### src/inc/clock_gen_serial_pkg.sv
package clock_gen_serial_pkg;

  // ----------------------------------------
  // Configuration image
  // ----------------------------------------
  localparam int NUM_CFG_BYTES = 8;
  localparam logic [6:0] NUM_CFG_BYTES_7 = 7'h08;
  localparam logic [7:0] BLOCK_COUNT = 8'h08;
  // Byte 0 and 1 enable every output, byte 2 has master spread on
  localparam logic [NUM_CFG_BYTES-1:0][7:0] CFG_RESET = {8'h00, 8'h00, 8'h00, 8'h00, 8'h00, 8'h04, 8'hFF, 8'hFF};

  // ----------------------------------------
  // Address and command fields
  // ----------------------------------------
  localparam logic [4:0] SLAVE_ADDR_BASE = 5'h1A;
  localparam int CMD_BYTE_MODE_BIT = 7;
  localparam logic [3:0] BITS_PER_BYTE = 4'h8;
  localparam logic [3:0] LAST_TX_BIT = 4'h7;

  // ----------------------------------------
  // Types
  // ----------------------------------------
  typedef enum logic [2:0] {
    ST_IDLE = 3'h0,
    ST_ADDR = 3'h1,
    ST_RX = 3'h3,
    ST_ACK = 3'h2,
    ST_TX = 3'h6,
    ST_MACK = 3'h7,
    ST_IGNORE = 3'h5
  } port_state_t;

  typedef enum logic [1:0] {
    PH_CMD = 2'h0,
    PH_COUNT = 2'h1,
    PH_DATA = 2'h3,
    PH_DONE = 2'h2
  } byte_phase_t;

endpackage : clock_gen_serial_pkg

### src/rtl/bus_cond_detect.sv
`timescale 1ns/10ps
module bus_cond_detect (
  // Clock and reset
  input wire logic clock,
  input wire logic rst_n,
  // Bus lines
  input wire logic scl,
  input wire logic sda,
  // Conditions
  output logic scl_rise,
  output logic scl_fall,
  output logic start_cond,
  output logic stop_cond,
  output logic sda_level
);

  logic scl_ff;
  logic sda_ff;
  logic nxt_scl;
  logic nxt_sda;

  always_comb begin
    nxt_scl = scl;
    nxt_sda = sda;
  end

  always_ff @(posedge clock) begin
    if (!rst_n) begin
      scl_ff <= 1'b1;
      sda_ff <= 1'b1;
    end else begin
      scl_ff <= nxt_scl;
      sda_ff <= nxt_sda;
    end
  end

  // ----------------------------------------
  // Edges; data moving while clock high is start or stop
  // ----------------------------------------
  assign scl_rise = scl & ~scl_ff;
  assign scl_fall = ~scl & scl_ff;
  assign start_cond = scl & scl_ff & sda_ff & ~sda;
  assign stop_cond = scl & scl_ff & ~sda_ff & sda;
  assign sda_level = sda_ff;

endmodule : bus_cond_detect

### src/rtl/clock_gen_serial_slave_port.sv
`timescale 1ns/10ps
// Notes on behaviour
// Config bytes take defaults at reset
// Ignore bus while powered down
// Byte/block write and read supported
// Answer only strapped address D0..D6
// Command bit 7: 0 block, 1 byte
// Byte mode offset from command bits 6:0
// Master sends zero command for block
// Block bytes ascending from zero, MSB first
// Stop after any byte keeps written bytes
// Block write: addr, cmd, count, data, stop
// Ack address, command, count, every data
// Block read returns count then data
// Master nacks last read byte then stops
// Byte write: addr, cmd, one data, acked
// Byte read returns one indexed byte
// Enable bits drive clock outputs, default on
// Wrong address: release line until start
// Start or stop abandons partial byte
module clock_gen_serial_slave_port
  import clock_gen_serial_pkg::*;
(
  // Clock and reset
  input wire logic clock,
  input wire logic rst_n,
  // Device state
  input wire logic power_down,
  input wire logic [1:0] slave_addr_select_straps,
  // Serial bus
  input wire logic scl,
  input wire logic sda_in,
  output logic sda_out,
  output logic sda_oe_n,
  // Configuration image
  output logic [NUM_CFG_BYTES-1:0][7:0] config_bytes,
  output logic [15:0] clock_output_enable
);

  // ----------------------------------------
  // State
  // ----------------------------------------
  port_state_t state_ff, nxt_state;
  byte_phase_t phase_ff, nxt_phase;
  logic [3:0] cnt_ff, nxt_cnt;
  logic [7:0] shreg_ff, nxt_shreg;
  logic [6:0] idx_ff, nxt_idx;
  logic [7:0] left_ff, nxt_left;
  logic block_ff, nxt_block;
  logic rd_ff, nxt_rd;
  logic first_ff, nxt_first;
  logic oe_n_ff, nxt_oe_n;
  logic [NUM_CFG_BYTES-1:0][7:0] cfg_ff, nxt_cfg;

  logic scl_rise;
  logic scl_fall;
  logic start_cond;
  logic stop_cond;
  logic sda_level;

  bus_cond_detect u_cond (
    .clock(clock),
    .rst_n(rst_n),
    .scl(scl),
    .sda(sda_in),
    .scl_rise(scl_rise),
    .scl_fall(scl_fall),
    .start_cond(start_cond),
    .stop_cond(stop_cond),
    .sda_level(sda_level)
  );

  // Out of range offsets read as zero rather than aliasing
  function automatic logic [7:0] cfg_read(input logic [NUM_CFG_BYTES-1:0][7:0] img, input logic [6:0] idx);
    logic [7:0] val;
    val = 8'h00;
    if (idx < NUM_CFG_BYTES_7) begin
      val = img[idx[2:0]];
    end
    return val;
  endfunction : cfg_read

  // ----------------------------------------
  // Next state
  // ----------------------------------------
  always_comb begin
    nxt_state = state_ff;
    nxt_phase = phase_ff;
    nxt_cnt = cnt_ff;
    nxt_shreg = shreg_ff;
    nxt_idx = idx_ff;
    nxt_left = left_ff;
    nxt_block = block_ff;
    nxt_rd = rd_ff;
    nxt_first = first_ff;
    nxt_oe_n = oe_n_ff;
    nxt_cfg = cfg_ff;
    if (power_down) begin
      nxt_state = ST_IDLE;
      nxt_oe_n = 1'b1;
    end else if (start_cond) begin
      nxt_state = ST_ADDR;
      nxt_cnt = 4'h0;
      nxt_oe_n = 1'b1;
    end else if (stop_cond) begin
      nxt_state = ST_IDLE;
      nxt_oe_n = 1'b1;
    end else begin
      unique case (state_ff)
        ST_IDLE, ST_IGNORE: begin
          nxt_oe_n = 1'b1;
        end
        ST_ADDR, ST_RX: begin
          if (scl_rise && cnt_ff < BITS_PER_BYTE) begin
            nxt_shreg = {shreg_ff[6:0], sda_level};
            nxt_cnt = cnt_ff + 4'h1;
          end else if (scl_fall && cnt_ff == BITS_PER_BYTE) begin
            nxt_cnt = 4'h0;
            nxt_state = ST_ACK;
            nxt_oe_n = 1'b0;
            if (state_ff == ST_ADDR) begin
              if (shreg_ff[7:1] == {SLAVE_ADDR_BASE, slave_addr_select_straps}) begin
                nxt_rd = shreg_ff[0];
                nxt_first = 1'b1;
                if (!shreg_ff[0]) begin
                  nxt_phase = PH_CMD;
                end
              end else begin
                nxt_state = ST_IGNORE;
                nxt_oe_n = 1'b1;
              end
            end else begin
              unique case (phase_ff)
                PH_CMD: begin
                  nxt_block = ~shreg_ff[CMD_BYTE_MODE_BIT];
                  nxt_idx = shreg_ff[CMD_BYTE_MODE_BIT] ? shreg_ff[6:0] : 7'h00;
                  nxt_phase = shreg_ff[CMD_BYTE_MODE_BIT] ? PH_DATA : PH_COUNT;
                end
                PH_COUNT: begin
                  nxt_left = shreg_ff;
                  nxt_phase = PH_DATA;
                end
                PH_DATA: begin
                  if ((!block_ff || left_ff != 8'h00) && idx_ff < NUM_CFG_BYTES_7) begin
                    nxt_cfg[idx_ff[2:0]] = shreg_ff;
                  end
                  nxt_idx = idx_ff + 7'h01;
                  if (left_ff != 8'h00) begin
                    nxt_left = left_ff - 8'h01;
                  end
                  if (!block_ff) begin
                    nxt_phase = PH_DONE;
                  end
                end
                PH_DONE: begin
                  nxt_phase = PH_DONE;
                end
              endcase
            end
          end
        end
        ST_ACK: begin
          if (scl_fall) begin
            if (rd_ff) begin
              if (block_ff && first_ff) begin
                nxt_shreg = BLOCK_COUNT;
              end else begin
                nxt_shreg = cfg_read(cfg_ff, idx_ff);
                nxt_idx = idx_ff + 7'h01;
              end
              nxt_first = 1'b0;
              nxt_oe_n = nxt_shreg[7];
              nxt_state = ST_TX;
            end else begin
              nxt_oe_n = 1'b1;
              nxt_state = ST_RX;
            end
          end
        end
        ST_TX: begin
          if (scl_fall) begin
            if (cnt_ff == LAST_TX_BIT) begin
              nxt_cnt = 4'h0;
              nxt_oe_n = 1'b1;
              nxt_state = ST_MACK;
            end else begin
              nxt_shreg = {shreg_ff[6:0], 1'b0};
              nxt_oe_n = shreg_ff[6];
              nxt_cnt = cnt_ff + 4'h1;
            end
          end
        end
        ST_MACK: begin
          // Nack ends the read; a stop is then expected
          if (scl_rise) begin
            nxt_state = sda_level ? ST_IGNORE : ST_ACK;
          end
        end
        // Unused code: fall back to idle with the line released
        default: begin
          nxt_state = ST_IDLE;
          nxt_oe_n = 1'b1;
        end
      endcase
    end
  end

  // ----------------------------------------
  // Registers
  // ----------------------------------------
  always_ff @(posedge clock) begin
    if (!rst_n) begin
      state_ff <= ST_IDLE;
      phase_ff <= PH_CMD;
      cnt_ff <= 4'h0;
      shreg_ff <= 8'h00;
      idx_ff <= 7'h00;
      left_ff <= 8'h00;
      block_ff <= 1'b0;
      rd_ff <= 1'b0;
      first_ff <= 1'b0;
      oe_n_ff <= 1'b1;
      cfg_ff <= CFG_RESET;
    end else begin
      state_ff <= nxt_state;
      phase_ff <= nxt_phase;
      cnt_ff <= nxt_cnt;
      shreg_ff <= nxt_shreg;
      idx_ff <= nxt_idx;
      left_ff <= nxt_left;
      block_ff <= nxt_block;
      rd_ff <= nxt_rd;
      first_ff <= nxt_first;
      oe_n_ff <= nxt_oe_n;
      cfg_ff <= nxt_cfg;
    end
  end

  // ----------------------------------------
  // Outputs
  // ----------------------------------------
  // Open drain: only ever pulls low
  assign sda_out = 1'b0;
  assign sda_oe_n = oe_n_ff;
  assign config_bytes = cfg_ff;
  assign clock_output_enable = {cfg_ff[0], cfg_ff[1]};

endmodule : clock_gen_serial_slave_port

### config.mk
export PLATFORM = sky130hd
export DESIGN_NAME = clock_gen_serial_slave_port
export DESIGN_NICKNAME = d
export VERILOG_FILES = /design/src/inc/clock_gen_serial_pkg.sv /design/src/rtl/bus_cond_detect.sv /design/src/rtl/clock_gen_serial_slave_port.sv
export SDC_FILE = /design/constraint.sdc
export NUM_CORES = 1
export LEC_CHECK = 0
export BUFFER_PORTS_ARGS = -buffer_cell sky130_fd_sc_hd__clkbuf_2
export CORE_ASPECT_RATIO = 1.75
export CORE_MARGIN = 2
export CORE_UTILIZATION = 52
export CTS_BUF_LIST = sky130_fd_sc_hd__clkbuf_16
export CTS_CLUSTER_SIZE = 14
export DETAILED_ROUTE_END_ITERATION = 16
export PLACE_DENSITY = 0.77
export SETUP_SLACK_MARGIN = 0.15
export SLEW_MARGIN = 25
export SYNTH_ARGS = -nofsm -noshare
export SYNTH_HDL_FRONTEND = slang
export SYNTH_SLANG_ARGS = --single-unit
### constraint.sdc
create_clock -name clock -period 2 [get_ports clock]
set_input_delay 0.3 -clock clock [delete_from_list [all_inputs] [get_ports clock]]
set_output_delay 0.3 -clock clock [all_outputs]
set_load 0.02 [all_outputs]
==> qor.yml, run 1 <==
status: "finished, final reports clean"
synth_seq_cells: 102
fin_ws_ps: 36.50
gp_congestion: 0.9627
power.density_mw_per_mm2: 568.9
ios: 89
grt-ovfl-total: 0
design.core.area_mm2: 0.01057
netlist_top_cells_area: "dfxtp_1 (37%), mux2i_1 (13%), nand2_1 (5.0%), nor2_1 (4.7%), a21oi_1 (2.8%)"
grt_pass1_vias: 5449
ir_worst_vdd_uv: 773.5
path_class: "reg2reg"
yosys.area.top_type: "dfxtp_1"
synth-adder-area-share_pct: 0.8957
critPathBufInv: 1
crit_arrival_ps: 2180
path_delay_family: "simple AND/OR/NAND/NOR gates"
yosysWarnings: 0
async_flop_share_pct: 0
critical_path.cell_chain: "or4_4 > nor3_4 > buf_12 > nand4_4 > mux2i_1 > nand2_1"
layout_commonest_cell: "dfxtp_1"
fp.dieH_um: 141.1
synth_top_area_share_pct: 36.54
clk_latency_ps: 350
cts_root_buffer: "clkbuf_16"
vias_per_cell: 6.352
fin_crit_sh_pct: 98.18
p_leak_uw: 0.003199
numCtsBuffers: 9
maxCapViolCount: 0
wirelength_um: 18500
postRouteAntennaNets: 0
drive_gt1_share_pct: 33.86
hold_viol_final: 0
mostFrequentLayoutCells: "dfxtp_1 (94), clkbuf_2 (87), nand2_1 (74)"
synth-simple-area-share_pct: 23.13
finalSetupViolCount: 0
pre_cts_ws_ps: -24.89
htreeDepth: 3
hold_class: "in2reg"
whs_ps: 199.4
synth-xor-area-share_pct: 0.6270
ys.flop_type: "dfxtp_1"
track_usage_pct: 31.86
dp_hpwl_um: 12670
synth-compound-area-share_pct: 15.25
synth_cells: 643
dieArea_mm2: 0.01162
yosysUniqueCellTypes: 72
grt_max_degree: 59
fillers: 835
worstPathMaxFanout: 8
slew_headroom_pct: 58.69
num_antenna_cells: 0
start_kind: "flop"
fp.dieW_um: 82.36
antenna_found_initial: 0
rsz0062_at_grt: "true"
synth.area.mux_share_pct: 16.66
layout.nets: 771
grt_pass1_wl_um: 28440
critPathSlowestCell: "or4_4"
syn_nets: 654
worst_setup_path_end_kind: "flop"
fp-row-count: 50
syn_area_mm2: 0.005588
drcViolationCount: 0
numClockSinks: 102
fin_crit_ps: 1964
skew_ps: 4.222
start_util_pct: 52.85
max_stage_delay_ps: 580
ys_seq_area_share_pct: 36.54
wire_per_inst_um: 20.67
synth-edff-count: 0
vias: 5685
dr.pass1.iters: 5
critical_path_required_ps: 2210
drtIter0Drc: 356
areaGrowthSynthToFinish_pct: 27.25
clk_pin_slew_ps: 70
clockBufferDepth: 2
timing.fmax_mhz: 509.3
avgSynthCellArea_um2: 8.690
cts_tree: "yes"
io_buffers: 87
synth_top_family_by_area: "simple AND/OR/NAND/NOR gates"
worst_pin_slew_ps: 619.6
hold_buffers: 0
drv_slew: 0
-- registers in the layout (all words and copies together), names as in the netlist --
signal               count
shreg_ff                 8
u_cond.scl_ff            1
clock_output_enable     16
block_ff                 1
u_cond.sda_level         1
idx_ff                   7
sda_oe_n                 1
config_bytes            48
left_ff                  8
phase_ff                 2
first_ff                 1
cnt_ff                   4
state_ff                 3
rd_ff                    1
-- final timing paths --
check	slack, ps	from	end	cells after the start
min	200	scl	u_cond.scl_ff$_SDFF_PN1_	2
min reg2reg	480	left_ff[7]$_SDFFE_PN0P_	left_ff[7]$_SDFFE_PN0P_	2
max	40	idx_ff[4]$_SDFFE_PN0P_	clock_output_enable[9]$_SDFFE_PN1P_	6
max reg2reg	40	idx_ff[4]$_SDFFE_PN0P_	clock_output_enable[9]$_SDFFE_PN1P_	6
-- timing repair --
item | 4_1_cts | 5_1_grt
pin swaps | 5 | 16
cloned | 0 | 2
hold endpoints to repair | 0 | 0
gates resized for setup | 18 | 51
setup buffers | 10 | 12
endpoints found under the setup margin | 74 | 90
-- worst register-to-register path, stage by stage (launching register included) --
cell     delay, ps
dfxtp_2        320
or4_4          580
nor3_4         180
buf_12         160
nand4_4        250
mux2i_1        260
nand2_1         80
-- layer usage --
| layer | routed length [um] | part of all wire, % | GRT usage (%) | vias to the layer above |
|---|---|---|---|---|
| li1 | - | - | - | 2538 |
| met1 | 6292 | 34 | 34.31 | 2750 |
| met2 | 9665 | 52 | 55.39 | 305 |
| met3 | 1203 | 6.5 | 3.585 | 92 |
| met4 | 1335 | 7.2 | 22.54 | 0 |
| met5 | 0 | 0 | 0 | - |
-- final cells by class --
| type | count | area, um^2 | area share (%) |
|---|---|---|---|
| multi-input cells | 462 | 3341 | 46.98 |
| inverters | 13 | 48.80 | 0.6863 |
| flip-flops and latches | 102 | 2052 | 28.86 |
| repair buffers | 172 | 1201 | 16.89 |
| well taps | 130 | 162.7 | 2.288 |
| clock buffers | 9 | 225.2 | 3.167 |
| clock inverters | 7 | 80.08 | 1.126 |
-- metrics by stage --
step	utilization, %	std cells	cell area (um^2)	total power [uW]	TNS (ps)
final	67.25	895	7111	4045	0
after detailed placement	60.17	855	6361	2253	-69.81
after floorplan	-	643	5597	2194	0
after CTS	64.54	881	6824	4038	0
after global placement	60.17	855	6361	2250	0
after global routing	67.25	895	7111	4144	-838.9
-- kinds of logic after synthesis --
family                   count (synthesis)
AO/OA/AOI/OAI                          125
XOR/XNOR                                 4
adder cells (fa/ha/maj)                  4
buffers and inverters                   79
flip-flops                             102
multiplexers                            87
other                                    1
AND/OR/NAND/NOR                        241
-- synth_stat cells, types with 3 or more instances --
library cell    n
nor3_1          9
mux2i_1        75
nand3b_1        8
nand2b_1        6
nor2_1         70
nor4_1          3
nor2b_1         7
o211ai_1       10
mux4_2          4
xor2_1          4
a21oi_1        31
nand4_4         6
a22oi_1         6
mux2_2          8
a31oi_1         7
o31ai_1         4
clkbuf_1       33
o22ai_1         3
ha_1            4
a32oi_1         6
nand3_1        18
a211oi_1        3
a22o_1          4
and3_1          6
a32o_1          3
o32ai_1         3
buf_4          18
inv_1          12
dfxtp_1       102
nand2_1        74
nor3b_1         4
o21ai_0        23
a221oi_1        5
buf_2          13
nand4_1         4
-- power by group --
part | switching, uW | internal, uW
combinational | 121 | 57.2
clock | 835 | 990
sequential | 6.89 | 2040
total | 963 | 3080
Note: power is estimated with default switching activity, not from simulation.
==> inputs of run 2 (changes only) <==
- CORE_UTILIZATION: 52 -> 51
- PLACE_DENSITY: 0.77 -> 0.76
- SYNTH_HIERARCHICAL: not set -> 1
==> qor.yml, run 2 <==
avgSynthCellArea_um2: 8.862  # +2.0%
async_flop_share_pct: 0  # unchanged
wire_per_inst_um: 19.00  # -8.1%
postPlaceCellArea_mm2: 0.006357  # about the same
ys_seq_area_share_pct: 37.41  # +0.86 points
worst_setup_path_end_kind: "flop"
drcViolationCount: 0  # unchanged
start_kind: "flop"
path_class: "reg2reg"
drv_slew: 0  # unchanged
synth-simple-area-share_pct: 22.48  # -0.65 points
syn_nets: 627  # -4.1%
ios: 89  # unchanged
grt_busiest_layer: "met2"
synth_top_area_share_pct: 37.41  # +0.86 points
slew_headroom_pct: 49.26  # -9.4 points
grt_pass1_vias: 5251  # -3.6%
dr.pass1.iters: 5  # unchanged
clk_pin_slew_ps: 70  # about the same
cts_root_buffer: "clkbuf_16"
num_antenna_cells: 0  # unchanged
worst_pin_slew_ps: 760.0  # +140.4 ps
setup_tns_ps: -1228  # -1228 ps
layout.nets: 759  # -1.6%
yosysWarnings: 6  # +6
design.core.area_mm2: 0.01057  # unchanged
layout_commonest_cell: "dfxtp_1"
drtIter0Drc: 385  # +8.1%
synth_seq_cells: 102  # unchanged
ys.flop_type: "dfxtp_1"
grt-ovfl-total: 0  # unchanged
final_cells: 883  # -1.3%
yosysUniqueCellTypes: 67  # -6.9%
vias: 5368  # -5.6%
grt_pass1_wl_um: 25940  # -8.8%
vias_per_cell: 6.079  # -4.3%
grt_util_met2_pct: 50.81  # -4.6 points
timing.fmax_mhz: 469.2  # -7.9%
synth_top_family_by_area: "simple AND/OR/NAND/NOR gates"
numClockSinks: 102  # unchanged
drive_gt1_share_pct: 35.19  # +1.3 points
yosys.area.top_type: "dfxtp_1"
areaGrowthSynthToFinish_pct: 29.86
maxCapViolCount: 0  # unchanged
dp.cells: 846  # -1.1%
wirelength_um: 16780  # -9.3%
synth-xor-area-share_pct: 0.4813  # -0.15 points
gp_congestion: 0.9587  # -0.42%
postRouteAntennaNets: 0  # unchanged
violations: "setup timing"
synth-edff-count: 0  # unchanged
fp-row-count: 50  # unchanged
start_util_pct: 51.63  # -1.2 points
numCtsBuffers: 9  # unchanged
clk_latency_ps: 360  # about the same
synth.area.mux_share_pct: 16.30  # -0.36 points
fin_ws_ps: -131.5  # -168.0 ps
fin_crit_sh_pct: 106.6  # +8.4 points
dp_hpwl_um: 11530  # -9.0%
rsz0062_at_grt: "true"
met3_usage_pct: 4.161  # +0.58 points
synth-adder-area-share_pct: 0.9168  # +0.021 points
synthTopCellsByCount: "dfxtp_1 (102), nor2_1 (76), mux2i_1 (72)"
cts_tree: "yes"
fp.dieW_um: 82.21  # -0.18%
grt_max_degree: 46  # -22%
synth_most_common_cell: "dfxtp_1"
met1_usage_pct: 31.01  # -3.3 points
hold_viol_final: 0  # unchanged
fin_crit_ps: 2131  # +168.0 ps
skew_ps: 9.483  # +5.261 ps
synth-compound-area-share_pct: 15.93  # +0.68 points
dieArea_mm2: 0.01158  # -0.37%
ir_worst_vdd_uv: 626.4  # -19%
track_usage_pct: 28.94  # -2.9 points
finalSetupViolCount: 31  # +31
power.density_mw_per_mm2: 552.2  # -2.9%
synth_cells: 616  # -4.2%
hold_class: "in2reg"
netlist_top_cells_area: "dfxtp_1 (37%), mux2i_1 (13%), nor2_1 (5.2%), a21oi_1 (3.5%), nand2_1 (3.2%)"
largest_reg_flops: 48  # unchanged
mostFrequentLayoutCells: "dfxtp_1 (99), clkbuf_2 (87), nor2_1 (75)"
crit_arrival_ps: 2390  # +210 ps
critical_path_required_ps: 2260  # +50 ps
io_buffers: 87  # unchanged
status: "finished with violations"
hold_buffers: 0  # unchanged
htreeDepth: 3  # unchanged
worstPathMaxFanout: 5  # -3
antenna_found_initial: 0  # unchanged
syn_area_mm2: 0.005459  # -2.3%
fp.dieH_um: 140.9  # -0.19%
clockBufferDepth: 2  # unchanged
design_area_mm2: 0.007089  # -0.30%
p_leak_uw: 0.003280  # +2.5%
## run 2: per-layer routing
layer	share of wire [%]	vias to the layer above
met1	36	2583
li1	-	2477
met3	5.2	67
met4	5.4	0
met5	0	-
met2	53	241
## run 2: repair_timing
item                       4_1_cts  5_1_grt
gates resized for setup         42       31
setup buffers                    7       14
pin swaps                       25       17
setup endpoints to repair       99      100
## run 2: critical path, cell delays in order (launching register included)
cell,delay [ps]
dfxtp_2,330
and4b_1,210
or3_4,430
nand2b_4,180
a2111oi_4,420
buf_4,220
nor2_1,50
a211oi_1,200
## run 2: area by class of cell
type	instances	area (um^2)
clock buffers	9	225.2
multi-input cells	441	3281
flip-flops and latches	102	2046
inverters	13	48.80
fillers	799	3483
clock inverters	7	67.56
repair buffers	181	1259
well taps	130	162.7
## run 2: stage by stage
step / util, % / hold WS (ps) / setup WS [ps] / power (uW)
after global routing: 67.05 / 175.0 / -283.1 / 4033
final: 67.05 / 153.7 / -131.5 / 3915
after CTS: 64.80 / 156.0 / -81.57 / 3909
after detailed placement: 60.13 / 484.4 / -276.6 / 2207
after global placement: 60.13 / 468.8 / -212.1 / 2205
after floorplan: - / 373.0 / -139.6 / 2154
## run 2: cell families (layout without fill, tap and decap cells)
group,after synthesis,count (layout)
buf+inv,73,210
simple gates,223,223
fa+ha+maj,4,4
compound gates,129,129
other cells,1,1
mux,81,81
flops,102,102
xor+xnor,3,3
## run 2: final timing paths
kind / start / endpoint / slack [ps] / cells after the start
worst max-delay path: u_cond/scl_ff$_SDFF_PN1_ / idx_ff[0]$_SDFFE_PN0P_ / -130 / 7
worst min-delay path: sda_in / u_cond/sda_level$_SDFF_PN1_ / 150 / 2
worst max register to register: u_cond/scl_ff$_SDFF_PN1_ / idx_ff[0]$_SDFFE_PN0P_ / -130 / 7
worst min register to register: left_ff[7]$_SDFFE_PN0P_ / left_ff[7]$_SDFFE_PN0P_ / 480 / 2
## run 2: report_power, final
part | switching (uW) | total [uW] | internal (uW) | leakage [uW]
Sequential | 3.97 | 2040 | 2030 | 0.000823
Combinational | 92.8 | 151 | 58.3 | 0.00231
Clock | 854 | 1730 | 873 | 0.000145
==> inputs of run 3 (changes only) <==
- CELL_PAD_IN_SITES_DETAIL_PLACEMENT: not set -> 2
- CELL_PAD_IN_SITES_GLOBAL_PLACEMENT: not set -> 2
- CORE_UTILIZATION: 51 -> 31
- PLACE_DENSITY: 0.76 -> not set
- PLACE_DENSITY_LB_ADDON: not set -> 0.1
==> qor.yml, run 3 (synthesis gave the netlist of run 2 again) <==
dieArea_mm2: 0.01873  # +62%
cts_tree: "yes"
io_buffers: 87  # unchanged
critPathBufInv: 3  # +2
start_kind: "flop"
fp.dieH_um: 179.5  # +27%
status: "finished with violations"
mostFrequentLayoutCells: "dfxtp_1 (96), buf_4 (89), clkbuf_2 (87)"
gp_congestion: 0.8350  # -13%
drv_slew: 0  # unchanged
ir_worst_vdd_uv: 351.6  # -44%
rr_endpoint: "clock_output_enable[5]$_SDFFE_PN1P_"
clk_pin_slew_ps: 70  # about the same
layout_commonest_cell: "dfxtp_1"
rrSetupSlack_ps: -160  # -30 ps
wire_per_inst_um: 21.58  # +14%
numCtsBuffers: 9  # unchanged
finalSetupViolCount: 89  # +190%
power_uw: 3879  # -0.93%
vias: 5357  # -0.20%
numClockSinks: 102  # unchanged
register_area_mm2: 0.002049  # +0.18%
largest_reg_flops: 48  # unchanged
violations: "setup timing"
hold_class: "in2reg"
timing.fmax_mhz: 462.9  # -1.3%
dr.pass1.iters: 4  # -1
whs_ps: 164.7  # +11.00 ps
p_leak_uw: 0.003319  # +1.2%
fillers: 1945  # +140%
top_layer_used: "met4"
wl_met2_um: 12530  # +40%
critical_path_required_ps: 2230  # -30 ps
postRouteAntennaNets: 0  # unchanged
path_class: "reg2reg"
worstPathMaxFanout: 8  # +3
dp_hpwl_um: 15640  # +36%
fin_ws_ps: -160.2  # -28.67 ps
crit_path_start: "u_cond/scl_ff$_SDFF_PN1_"
path_delay_family: "simple AND/OR/NAND/NOR gates"
worst_pin_slew_ps: 861.1  # +101.1 ps
num_antenna_cells: 0  # unchanged
finish.utilization_pct: 42.85  # -24 points
areaGrowthSynthToFinish_pct: 36.40
track_usage_pct: 23.09  # -5.9 points
fin_crit_ps: 2160  # +28.67 ps
grt-ovfl-total: 0  # unchanged
vias_per_cell: 5.330  # -12%
rsz0062_at_grt: "true"
grt_pass1_wl_um: 33830  # +30%
multi_input_area_mm2: 0.003306  # +0.76%
layout.nets: 780  # +2.8%
grt_pass1_vias: 5948  # +13%
hold_buffers: 0  # unchanged
slew_headroom_pct: 42.52  # -6.7 points
skew_ps: 11.23  # +1.748 ps
crit_path_end: "clock_output_enable[5]$_SDFFE_PN1P_"
cts_root_buffer: "clkbuf_16"
htreeDepth: 3  # unchanged
design.core.area_mm2: 0.01738  # +64%
start_util_pct: 31.42  # -20 points
crit_arrival_ps: 2390  # about the same
drive_gt1_share_pct: 37.73  # +2.5 points
wirelength_um: 21680  # +29%
critical_path.cell_chain: "and4b_1 > or3_4 > buf_6 > nor3_4 > buf_12 > nand4_4 > buf_6 > mux2i_2 > nand2_1"
hold_viol_final: 0  # unchanged
antenna_found_initial: 0  # unchanged
reg2reg_from: "u_cond/scl_ff$_SDFF_PN1_"
clk_latency_ps: 360  # about the same
drcViolationCount: 0  # unchanged
power.density_mw_per_mm2: 520.9  # -5.7%
drtIter0Drc: 162  # -58%
critPathSlowestCell: "or3_4"
worst_setup_path_end_kind: "flop"
crit_top_cell: "buf_6"
max_stage_delay_ps: 410  # -20 ps
fp.dieW_um: 104.3  # +27%
fp-row-count: 64  # +28%
ios: 89  # unchanged
fin_crit_sh_pct: 108.0  # +1.4 points
wl_met1_um: 8279  # +37%
grt_max_degree: 44  # -4.3%
wl_met3_um: 472  # -46%
maxCapViolCount: 0  # unchanged
clockBufferDepth: 2  # unchanged
reg2reg_depth: 9  # +2
crit_cells: 9  # +2
-- run 3: changes by cell type in the layout (fill, tap and decap cells not counted), moves of 6 or more --
cell | previous run | this run
o21ai_2 | 7 | 1
buf_4 | 72 | 89
mux2i_1 | 70 | 63
mux2i_2 | 2 | 8
o21ai_0 | 11 | 17
buf_12 | 4 | 10
-- run 3: report_power, final --
group	switching [uW]	internal (uW)	total, uW
clock network	822	837	1660
registers	4.59	2030	2040
logic	107	75.2	182
-- run 3: timing repair --
action                     in CTS  in global routing
buffers inserted               11                  9
setup endpoints to repair      98                100
gates resized for setup        42                 34
gates cloned                    0                  0
pin swaps                      20                 24
-- run 3: worst min-delay path by stage --
stage	slack [ps]	to	start	cells past startpoint
after floorplan	370	u_cond/sda_level$_SDFF_PN1_	rst_n	1
after global placement	470	left_ff[7]$_SDFFE_PN0P_	left_ff[7]$_SDFFE_PN0P_	2
after detailed placement	500	left_ff[7]$_SDFFE_PN0P_	left_ff[7]$_SDFFE_PN0P_	2
after CTS	140	u_cond/sda_level$_SDFF_PN1_	sda_in	2
after global routing	190	u_cond/sda_level$_SDFF_PN1_	sda_in	2
final	160	u_cond/sda_level$_SDFF_PN1_	sda_in	2
-- run 3: worst reg2reg max path, stage by stage, from the launching register on --
cell and delay (ps):
dfxtp_2 340, and4b_1 220, or3_4 410, buf_6 140
nor3_4 140, buf_12 180, nand4_4 140, buf_6 170
mux2i_2 190, nand2_1 90
-- run 3: layer usage --
layer / vias to the layer above / track usage (%)
met4: 0 / 7.946
li1: 2516 / -
met5: - / 0
met3: 24 / 2.212
met1: 2727 / 24.34
met2: 90 / 46.30
-- run 3: per-stage QoR --
stage,instances,area [um^2],setup TNS [ps],setup WS (ps)
after floorplan,616,5494,-7582,-139.6
after global placement,969,6749,-11940,-278.7
after detailed placement,969,6749,-15880,-309.9
after CTS,996,7234,-6378,-169.2
after global routing,1005,7446,-13400,-246.7
final,1005,7446,-6141,-160.2
-- run 3: layout make-up --
class	count	area share (%)
well taps	231	3.882
repair buffers	202	19.98
clock buffers	9	3.025
inverters	13	0.6554
multi-input cells	441	44.40
flip-flops and latches	102	27.52
clock inverters	7	0.5377
